`src/hw/mcl_pkg.sv`:
```
// package: constants and types of the configure command loader
package mcl_pkg;

  // ------------------------------------------------------------
  // register map (byte addresses)
  // ------------------------------------------------------------
  localparam logic [7:0] REG_CTRL     = 8'h00;
  localparam logic [7:0] REG_BASE     = 8'h04;
  localparam logic [7:0] REG_FIRST    = 8'h08;
  localparam logic [7:0] REG_STATUS   = 8'h0c;
  localparam logic [7:0] REG_IRQ_STAT = 8'h10;
  localparam logic [7:0] REG_IRQ_MASK = 8'h14;
  localparam logic [7:0] REG_SET_LO   = 8'h18;
  localparam logic [7:0] REG_SET_HI   = 8'h1c;

  // ------------------------------------------------------------
  // command block layout
  // ------------------------------------------------------------
  localparam logic [31:0] OFS_LINK     = 32'h0000_0004;
  localparam logic [31:0] OFS_PARAM    = 32'h0000_0008;
  localparam int          BIT_EL       = 31;
  localparam int          BIT_IRQ_REQ  = 29;
  localparam int          BIT_CMD_LO   = 16;
  localparam int          BIT_DONE     = 15;
  localparam int          BIT_OK       = 13;
  localparam logic [2:0]  CMD_CONFIG   = 3'h2;
  localparam logic [5:0]  CNT_MIN      = 6'h08;
  localparam logic [5:0]  CNT_MAX      = 6'h16;
  localparam logic [4:0]  PHY_BYTE     = 5'h08;
  localparam logic [4:0]  LOCAL_BYTES  = 5'h08;

  // ------------------------------------------------------------
  // interrupt bits and reset values
  // ------------------------------------------------------------
  localparam int          IRQ_DONE     = 0;
  localparam int          IRQ_NOT_ACT  = 1;
  localparam logic [63:0] SETTINGS_RST = 64'h0;
  localparam logic [1:0]  MASK_RST     = 2'h0;

  typedef enum logic [2:0] {
    ST_IDLE, ST_RD_HDR, ST_RD_PARM, ST_SEND, ST_WR_STAT, ST_RD_LINK
  } mcl_state_t;

  typedef struct packed {
    mcl_state_t  state;
    logic [31:0] base;
    logic [31:0] first;
    logic [31:0] blk_addr;
    logic [31:0] hdr;
    logic [31:0] word;
    logic [2:0]  widx;
    logic [1:0]  lane;
    logic [5:0]  bcnt;
    logic [63:0] settings;
    logic        phy_written;
    logic        phy_bit;
    logic        err;
    logic [1:0]  irq_stat;
    logic [1:0]  irq_mask;
    logic        ahb_wr;
    logic [7:0]  ahb_addr;
    logic [31:0] hrdata;
    logic        mem_req;
    logic        mem_we;
    logic [31:0] mem_addr;
    logic [31:0] mem_wdata;
  } mcl_st_t;

endpackage

```
`src/hw/mcl_loader.sv`:
```
// module: configure command loader with ahb-lite registers and memory master port
// ------------------------------------------------------------
// What this block does
// - command code 010b in an action block selects the configure operation
// - 8 to 22 parameter bytes accepted; a smaller or larger count is flagged as error
// - bytes zero to seven are kept locally as command unit settings
// - bytes from the eighth onward are forwarded byte by byte to the csma/cd unit
// - bytes beyond the supplied count keep their default values
// - first generation: no frames until the phy select bit has been written
// - later generation: no frames until the phy select bit is written as 1
// - parameters start at offset 08h, four per word, lowest byte in low lane
// - completion flag set in the status word after the command finishes
// - success flag set only when the command ran without error
// - interrupt-request flag raises the command-done interrupt after completion
// - end-of-list flag sends the unit idle and raises the not-active interrupt
// ------------------------------------------------------------
module mcl_loader #(
  parameter bit LATER_GEN = 1'b0
) (
  input  wire logic        clk_sys,      // system clock
  input  wire logic        rst,          // synchronous reset, active high
  input  wire logic        hsel,         // ahb slave select
  input  wire logic [31:0] haddr,        // ahb address
  input  wire logic [1:0]  htrans,       // ahb transfer type
  input  wire logic        hwrite,       // ahb write
  input  wire logic [2:0]  hsize,        // ahb size
  input  wire logic [31:0] hwdata,       // ahb write data
  input  wire logic        hready,       // ahb bus ready
  output logic             hreadyout,    // ahb slave ready
  output logic             hresp,        // ahb response
  output logic [31:0]      hrdata,       // ahb read data
  output logic             mem_req,      // memory request, held until ack
  output logic             mem_we,       // memory write
  output logic [31:0]      mem_addr,     // memory byte address
  output logic [31:0]      mem_wdata,    // memory write data
  input  wire logic        mem_ack,      // memory acknowledge pulse
  input  wire logic [31:0] mem_rdata,    // memory read data, valid with ack
  output logic             fwd_valid,    // forwarded byte valid
  output logic [7:0]       fwd_data,     // forwarded byte
  input  wire logic        fwd_ready,    // csma/cd unit absorbs byte
  output logic [4:0]       fwd_index,    // parameter byte number of fwd_data
  output logic [63:0]      cu_settings,  // parameter bytes 0..7
  output logic             link_enable,  // frames may be sent and received
  output logic             unit_active,  // command unit busy
  output logic             irq           // level interrupt
);

  mcl_pkg::mcl_st_t st_reg;
  mcl_pkg::mcl_st_t st_next;

  logic [4:0]  byte_num;
  logic [7:0]  cur_byte;
  logic        addr_ok;
  logic        start;
  logic [1:0]  irq_set;
  logic [1:0]  irq_clr;
  logic [31:0] rd_mux;
  logic        ok_flag;

  assign byte_num  = {st_reg.widx, st_reg.lane};
  assign cur_byte  = st_reg.word[{st_reg.lane, 3'b000} +: 8];
  assign addr_ok   = hsel && htrans[1] && hready;
  // zero wait state slave: every transfer answers OKAY at once
  assign hreadyout = 1'b1;
  assign hresp     = 1'b0;
  assign hrdata    = st_reg.hrdata;
  assign mem_req   = st_reg.mem_req;
  assign mem_we    = st_reg.mem_we;
  assign mem_addr  = st_reg.mem_addr;
  assign mem_wdata = st_reg.mem_wdata;
  assign cu_settings = st_reg.settings;
  assign unit_active = st_reg.state != mcl_pkg::ST_IDLE;
  // forwarding only for bytes past the local ones and inside the count
  assign fwd_valid = st_reg.state == mcl_pkg::ST_SEND && byte_num >= mcl_pkg::LOCAL_BYTES
                     && {1'b0, byte_num} < st_reg.bcnt;
  assign fwd_data  = cur_byte;
  assign fwd_index = byte_num;
  // no usable default: frames wait for an explicit write of the select bit
  assign link_enable = st_reg.phy_written && (!LATER_GEN || st_reg.phy_bit);
  assign irq = |(st_reg.irq_stat & st_reg.irq_mask);
  assign ok_flag = !st_reg.err;
  assign start = st_reg.ahb_wr && st_reg.ahb_addr == mcl_pkg::REG_CTRL && hwdata[0]
                 && st_reg.state == mcl_pkg::ST_IDLE;

  // ------------------------------------------------------------
  // register read mux, sampled in the address phase
  // ------------------------------------------------------------
  always_comb
  begin
    case (haddr[7:0])
      mcl_pkg::REG_CTRL:     rd_mux = {31'h0, unit_active};
      mcl_pkg::REG_BASE:     rd_mux = st_reg.base;
      mcl_pkg::REG_FIRST:    rd_mux = st_reg.first;
      mcl_pkg::REG_STATUS:   rd_mux = {27'h0, link_enable, st_reg.phy_bit, st_reg.phy_written,
                                       st_reg.err, unit_active};
      mcl_pkg::REG_IRQ_STAT: rd_mux = {30'h0, st_reg.irq_stat};
      mcl_pkg::REG_IRQ_MASK: rd_mux = {30'h0, st_reg.irq_mask};
      mcl_pkg::REG_SET_LO:   rd_mux = st_reg.settings[31:0];
      mcl_pkg::REG_SET_HI:   rd_mux = st_reg.settings[63:32];
      default:               rd_mux = 32'h0;
    endcase
  end

  // ------------------------------------------------------------
  // next state
  // ------------------------------------------------------------
  always_comb
  begin
    st_next = st_reg;
    irq_set = 2'h0;
    irq_clr = 2'h0;

    // bus slave
    st_next.ahb_wr = addr_ok && hwrite;
    if (addr_ok)
    begin
      st_next.ahb_addr = haddr[7:0];
    end
    if (addr_ok && !hwrite)
    begin
      st_next.hrdata = rd_mux;
    end
    if (st_reg.ahb_wr)
    begin
      case (st_reg.ahb_addr)
        mcl_pkg::REG_BASE:     st_next.base = hwdata;
        mcl_pkg::REG_FIRST:    st_next.first = hwdata;
        mcl_pkg::REG_IRQ_STAT: irq_clr = hwdata[1:0];
        mcl_pkg::REG_IRQ_MASK: st_next.irq_mask = hwdata[1:0];
        default:               st_next.base = st_reg.base;
      endcase
    end

    case (st_reg.state)
      mcl_pkg::ST_IDLE:
      begin
        if (start)
        begin
          st_next.blk_addr = st_reg.base + st_reg.first;
          st_next.mem_req  = 1'b1;
          st_next.mem_we   = 1'b0;
          st_next.mem_addr = st_reg.base + st_reg.first;
          st_next.state    = mcl_pkg::ST_RD_HDR;
        end
      end
      mcl_pkg::ST_RD_HDR:
      begin
        if (mem_ack)
        begin
          st_next.hdr  = mem_rdata;
          st_next.widx = 3'h0;
          st_next.lane = 2'h0;
          st_next.err  = 1'b0;
          if (mem_rdata[mcl_pkg::BIT_CMD_LO +: 3] == mcl_pkg::CMD_CONFIG)
          begin
            st_next.mem_addr = st_reg.blk_addr + mcl_pkg::OFS_PARAM;
            st_next.state    = mcl_pkg::ST_RD_PARM;
          end
          else
          begin
            // unknown command: completed with error, no parameters read
            st_next.err      = 1'b1;
            st_next.mem_we   = 1'b1;
            st_next.mem_wdata = {mem_rdata[31:16], 1'b1, mem_rdata[14], 1'b0,
                                 mem_rdata[12:0]};
            st_next.mem_addr = st_reg.blk_addr;
            st_next.state    = mcl_pkg::ST_WR_STAT;
          end
        end
      end
      mcl_pkg::ST_RD_PARM:
      begin
        if (mem_ack)
        begin
          st_next.word    = mem_rdata;
          st_next.lane    = 2'h0;
          st_next.mem_req = 1'b0;
          st_next.state   = mcl_pkg::ST_SEND;
          if (st_reg.widx == 3'h0)
          begin
            st_next.bcnt = mem_rdata[5:0];
            if (mem_rdata[5:0] < mcl_pkg::CNT_MIN || mem_rdata[5:0] > mcl_pkg::CNT_MAX)
            begin
              st_next.err       = 1'b1;
              st_next.mem_req   = 1'b1;
              st_next.mem_we    = 1'b1;
              st_next.mem_addr  = st_reg.blk_addr;
              st_next.mem_wdata = {st_reg.hdr[31:16], 1'b1, st_reg.hdr[14], 1'b0,
                                   st_reg.hdr[12:0]};
              st_next.state     = mcl_pkg::ST_WR_STAT;
            end
          end
        end
      end
      mcl_pkg::ST_SEND:
      begin
        if ({1'b0, byte_num} >= st_reg.bcnt)
        begin
          // every forwarded byte has been taken before the status goes out
          st_next.mem_req   = 1'b1;
          st_next.mem_we    = 1'b1;
          st_next.mem_addr  = st_reg.blk_addr;
          st_next.mem_wdata = {st_reg.hdr[31:16], 1'b1, st_reg.hdr[14], ok_flag,
                               st_reg.hdr[12:0]};
          st_next.state     = mcl_pkg::ST_WR_STAT;
        end
        else
        begin
          if (byte_num < mcl_pkg::LOCAL_BYTES)
          begin
            // only bytes inside the count are touched, the rest keep defaults
            st_next.settings[{byte_num[2:0], 3'b000} +: 8] = cur_byte;
          end
          if (byte_num == mcl_pkg::PHY_BYTE)
          begin
            st_next.phy_written = 1'b1;
            st_next.phy_bit     = cur_byte[0];
          end
          if (byte_num < mcl_pkg::LOCAL_BYTES || fwd_ready)
          begin
            st_next.lane = st_reg.lane + 2'h1;
            if (st_reg.lane == 2'h3)
            begin
              st_next.widx     = st_reg.widx + 3'h1;
              st_next.mem_req  = 1'b1;
              st_next.mem_we   = 1'b0;
              st_next.mem_addr = st_reg.blk_addr + mcl_pkg::OFS_PARAM
                                 + {27'h0, st_reg.widx + 3'h1, 2'b00};
              st_next.state    = mcl_pkg::ST_RD_PARM;
            end
          end
        end
      end
      mcl_pkg::ST_WR_STAT:
      begin
        if (mem_ack)
        begin
          st_next.mem_we = 1'b0;
          irq_set[mcl_pkg::IRQ_DONE] = st_reg.hdr[mcl_pkg::BIT_IRQ_REQ];
          if (st_reg.hdr[mcl_pkg::BIT_EL])
          begin
            st_next.mem_req = 1'b0;
            irq_set[mcl_pkg::IRQ_NOT_ACT] = 1'b1;
            st_next.state = mcl_pkg::ST_IDLE;
          end
          else
          begin
            st_next.mem_addr = st_reg.blk_addr + mcl_pkg::OFS_LINK;
            st_next.state    = mcl_pkg::ST_RD_LINK;
          end
        end
      end
      mcl_pkg::ST_RD_LINK:
      begin
        if (mem_ack)
        begin
          // link is relative to the unit base
          st_next.blk_addr = st_reg.base + mem_rdata;
          st_next.mem_addr = st_reg.base + mem_rdata;
          st_next.state    = mcl_pkg::ST_RD_HDR;
        end
      end
      default:
      begin
        st_next.state   = mcl_pkg::ST_IDLE;
        st_next.mem_req = 1'b0;
      end
    endcase

    // set wins over a write-one clear in the same cycle
    st_next.irq_stat = (st_reg.irq_stat & ~irq_clr) | irq_set;
  end

  always_ff @(posedge clk_sys)
  begin
    if (rst)
    begin
      st_reg          <= '0;
      st_reg.state    <= mcl_pkg::ST_IDLE;
      st_reg.settings <= mcl_pkg::SETTINGS_RST;
      st_reg.irq_mask <= mcl_pkg::MASK_RST;
    end
    else
    begin
      st_reg <= st_next;
    end
  end
endmodule

```
`config.mk`:
```
export PLATFORM = sky130hd
export DESIGN_NAME = mcl_loader
export DESIGN_NICKNAME = d
export VERILOG_FILES = /design/src/hw/mcl_pkg.sv /design/src/hw/mcl_loader.sv
export SDC_FILE = /design/constraint.sdc
export NUM_CORES = 1
export LEC_CHECK = 0
export ABC_AREA = 1
export BUFFER_PORTS_ARGS = -buffer_cell sky130_fd_sc_hd__buf_2
export CAP_MARGIN = 40
export CORE_MARGIN = 2
export CORE_UTILIZATION = 45
export CTS_CLUSTER_SIZE = 40
export DETAILED_ROUTE_END_ITERATION = 12
export GPL_TIMING_DRIVEN = 0
export HOLD_SLACK_MARGIN = 0.06
export PLACE_DENSITY = 0.7
export REMOVE_ABC_BUFFERS = 1
export SLEW_MARGIN = 15
export SYNTH_ARGS = -nofsm -noshare
export SYNTH_HDL_FRONTEND = slang
export SYNTH_SLANG_ARGS = --single-unit
```
`constraint.sdc`:
```
create_clock -name clk_sys -period 7.3 [get_ports clk_sys]
set_input_delay 1.46 -clock clk_sys [delete_from_list [all_inputs] [get_ports clk_sys]]
set_output_delay 1.46 -clock clk_sys [all_outputs]
set_load 0.05 [all_outputs]
```
==> results.sh <==
export IMPL_placementRows=82
export IMPL_worst_setup_path_type="flop to output pin"
export IMPL_min_to="st_reg[99]"
export IMPL_min_path_type="flop to flop"
export IMPL_yosys_area_top_type="dfxtp_1"
export IMPL_antenna_found_initial=9
export IMPL_cp_start_kind="flop"
export IMPL_grt_pass1_vias=21200
export IMPL_dp_cells=4047
export IMPL_yosys_warnings=0
export IMPL_area_growth_pct=9.87
export IMPL_setup_tns_final_ns=0
export IMPL_finalWorstSetupSlack_ns=2.92
export IMPL_reg2reg_from="fwd_index[0]"
export IMPL_grt_overflow=0
export IMPL_syn_inst=3401
export IMPL_core_region_area_sq_mm=0.0499
export IMPL_die_h_um=228
export IMPL_cts_setup_buffers=0
export IMPL_final_nets=3606
export IMPL_ys_seq_area_share_pct=31.0
export IMPL_grt_max_degree=136
export IMPL_io_pins=289
export IMPL_yosys_area_top_type_share_pct=31.0
export IMPL_design_area_sq_mm=0.0248
export IMPL_clock_path_buffers=3
export IMPL_reg2reg_depth=15
export IMPL_synth_area_per_cell_sq_um=6.64
export IMPL_largest_reg_flops=182
export IMPL_cp_top_family="buffers and inverters"
export IMPL_postPlaceCellArea_sq_mm=0.0234
export IMPL_drive_gt1_share_pct=13.5
export IMPL_drc=0
export IMPL_hold_path_depth=2
export IMPL_worstSetupEndpointType="output pin"
export IMPL_r2r_slack_ns=3.00
export IMPL_cts_buffers=39
export IMPL_synth_seq_cells=350
export IMPL_slew_headroom_pct=36.8
export IMPL_p_leak_uw=0.0106
export IMPL_max_stage_delay_ns=0.54
export IMPL_grt_pass1_wl_um=122000
export IMPL_crit_fanout=14
export IMPL_holdBufCountCts=0
export IMPL_clkLatencyLatePin_ns=0.57
export IMPL_vias_per_cell=5.67
export IMPL_place_gp_congestion=1.03
export IMPL_cts_clk_slew_worst_paths_ns=0.06
export IMPL_track_usage_pct=29.5
export IMPL_crit_chain="inv_1 > ha_1 > nand2_1 > a211oi_1 > buf_2"
export IMPL_post_route_period_util_pct=60.0
export IMPL_route_vias_total=23400
export IMPL_tightestPinTransition_ns=0.941
export IMPL_drt_initial_drc_count=2554
export IMPL_run_status="complete, no violations"
export IMPL_min_from="st_reg[99]"
export IMPL_htree_levels=2
export IMPL_drtPass1Iterations=8
export IMPL_rsz0062_at_grt="no"
export IMPL_ys_top_cells_by_area="dfxtp_1 (31%), nand2_1 (9.8%), o21ai_0 (8.7%)"
export IMPL_slew_violations=0
export IMPL_die_area_sq_mm=0.0520
export IMPL_tritoncts="yes"
export IMPL_root_buffer="clkbuf_16"
export IMPL_powerDensity_mw_per_mm2=229
export IMPL_yosysUniqueCellTypes=61
export IMPL_wl_um=79600
export IMPL_cts_resized_gates=0
export IMPL_crit_required_ns=5.84
export IMPL_layout_cells_non_filler=4121
export IMPL_io_buffers=258
export IMPL_postRouteAntennaNets=0
export IMPL_crit_buf_inv=2
export IMPL_synth_area_sq_mm=0.0226
export IMPL_ys_flop_type="dfxtp_1"
export IMPL_final_hold_violation_count=0
export IMPL_timing_rr_end="mem_addr[21]"
export IMPL_wl_per_cell_um=19.3
export IMPL_dpl_hpwl_um=61000
export IMPL_period_needed_ns=4.38
export IMPL_setup_violations=0
export IMPL_dp_worst_setup_slack_ns=2.79
export IMPL_peakVddDrop_mv=0.191
export IMPL_finClkSkew_ns=0.0161
export IMPL_cp_slowest_cell="inv_1"
export IMPL_async_reset_ff_share_pct=0
export IMPL_crit_arrival_ns=2.92
export IMPL_numClockSinks=350
export IMPL_die_x_um=228
export IMPL_maxCapViolations=0
export IMPL_synth_edff_count=0
export IMPL_fill_cells=5079
export IMPL_fmax_mhz=228
export IMPL_initial_core_util_pct=45.3
-- routing by layer --
| layer | vias up | part of all wire, % | global-route usage (%) |
|---|---|---|---|
| li1 | 11300 | - | - |
| met1 | 10700 | 42 | 40.1 |
| met2 | 1139 | 43 | 46.1 |
| met3 | 205 | 9.5 | 5.26 |
| met4 | 16 | 4.6 | 12.3 |
| met5 | - | 0.14 | 0 |
-- synth_stat cells, drive strengths merged, types with 10 or more instances --
library cell	count
o21ai	407
nand3	197
clkbuf	115
buf	196
o2111ai	26
inv	319
o221ai	12
a21oi	372
nor3	38
xor2	14
nor2	422
nand4	33
o211ai	40
xnor2	15
ha	78
a31oi	10
o22ai	11
dfxtp	350
a22oi	31
a211oi	12
nand2	623
o21bai	11
-- final cells by class --
| type | count | area (sq um) | share of cell area [%] |
|---|---|---|---|
| Antenna cell | 1 | 2.50 | 0.0101 |
| Timing Repair Buffer | 286 | 1790 | 7.22 |
| Tap cell | 672 | 841 | 3.39 |
| Multi-Input combinational cell | 2415 | 12500 | 50.6 |
| Inverter | 325 | 1230 | 4.95 |
| Clock buffer | 54 | 1110 | 4.49 |
| Sequential cell | 350 | 7010 | 28.3 |
| Clock inverter | 18 | 273 | 1.10 |
-- stage by stage --
| step | total power (uW) | util, % | hold WS (ns) |
|---|---|---|---|
| final | 5680 | 49.7 | 0.451 |
| after global routing | 5880 | 49.7 | 0.476 |
| after CTS | 5680 | 49.7 | 0.455 |
| after detailed placement | 3560 | 46.9 | 0.445 |
| after global placement | 3520 | 45.8 | 0.436 |
| after floorplan | 3080 | - | 0.425 |
-- layout by cell type, fill, tap and decap left out, drive strengths merged, types with 15 or more instances in the layout --
cell	count
o211ai	40
nand4	33
nor3	38
nand2	623
nand3	197
dfxtp	350
a22oi	31
xnor2	15
o21ai	407
buf	286
inv	321
nor2	422
ha	78
o2111ai	26
clkbuf	54
a21oi	372
-- worst reg2reg max path, stage by stage (launching register included) --
cell and delay, ns:
dfxtp_1 0.73, inv_1 0.49, ha_1 0.33, nor2_1 0.09, o21ai_0 0.07, nand2_1 0.10, nor2_1 0.07, inv_1 0.10
nor2_1 0.08, nor3_2 0.32, nand2_1 0.35, buf_8 0.27, inv_2 0.57, o311ai_1 0.37, o21ai_1 0.21, inv_1 0.05
-- cell families (layout without fill, tap and decap cells) --
group	after synthesis	in the layout	synth area share (%)
simple gates	1335	1335	25.8
buf+inv	636	683	13.6
flops	350	350	31.0
compound gates	968	968	23.9
xor+xnor	29	29	1.13
fa+ha+maj	81	81	4.59
other cells	2	3	0.0333
-- worst max path at each step --
stage / startpoint / endpoint / depth (start not counted)
after global placement: rst / st_reg[284] / 4
after floorplan: rst / st_reg[259] / 3
final: fwd_index[0] / fwd_valid / 5
after CTS: fwd_index[0] / fwd_valid / 5
after detailed placement: hwdata[0] / mem_addr[21] / 13
after global routing: fwd_index[0] / mem_addr[21] / 15
-- report_power, final --
part	internal, uW	switching [uW]	total (uW)
registers	2040	81.2	2120
clock network	1260	867	2130
logic	338	1090	1430
total	3640	2040	5680
Note: power is estimated with default switching activity, not from simulation.
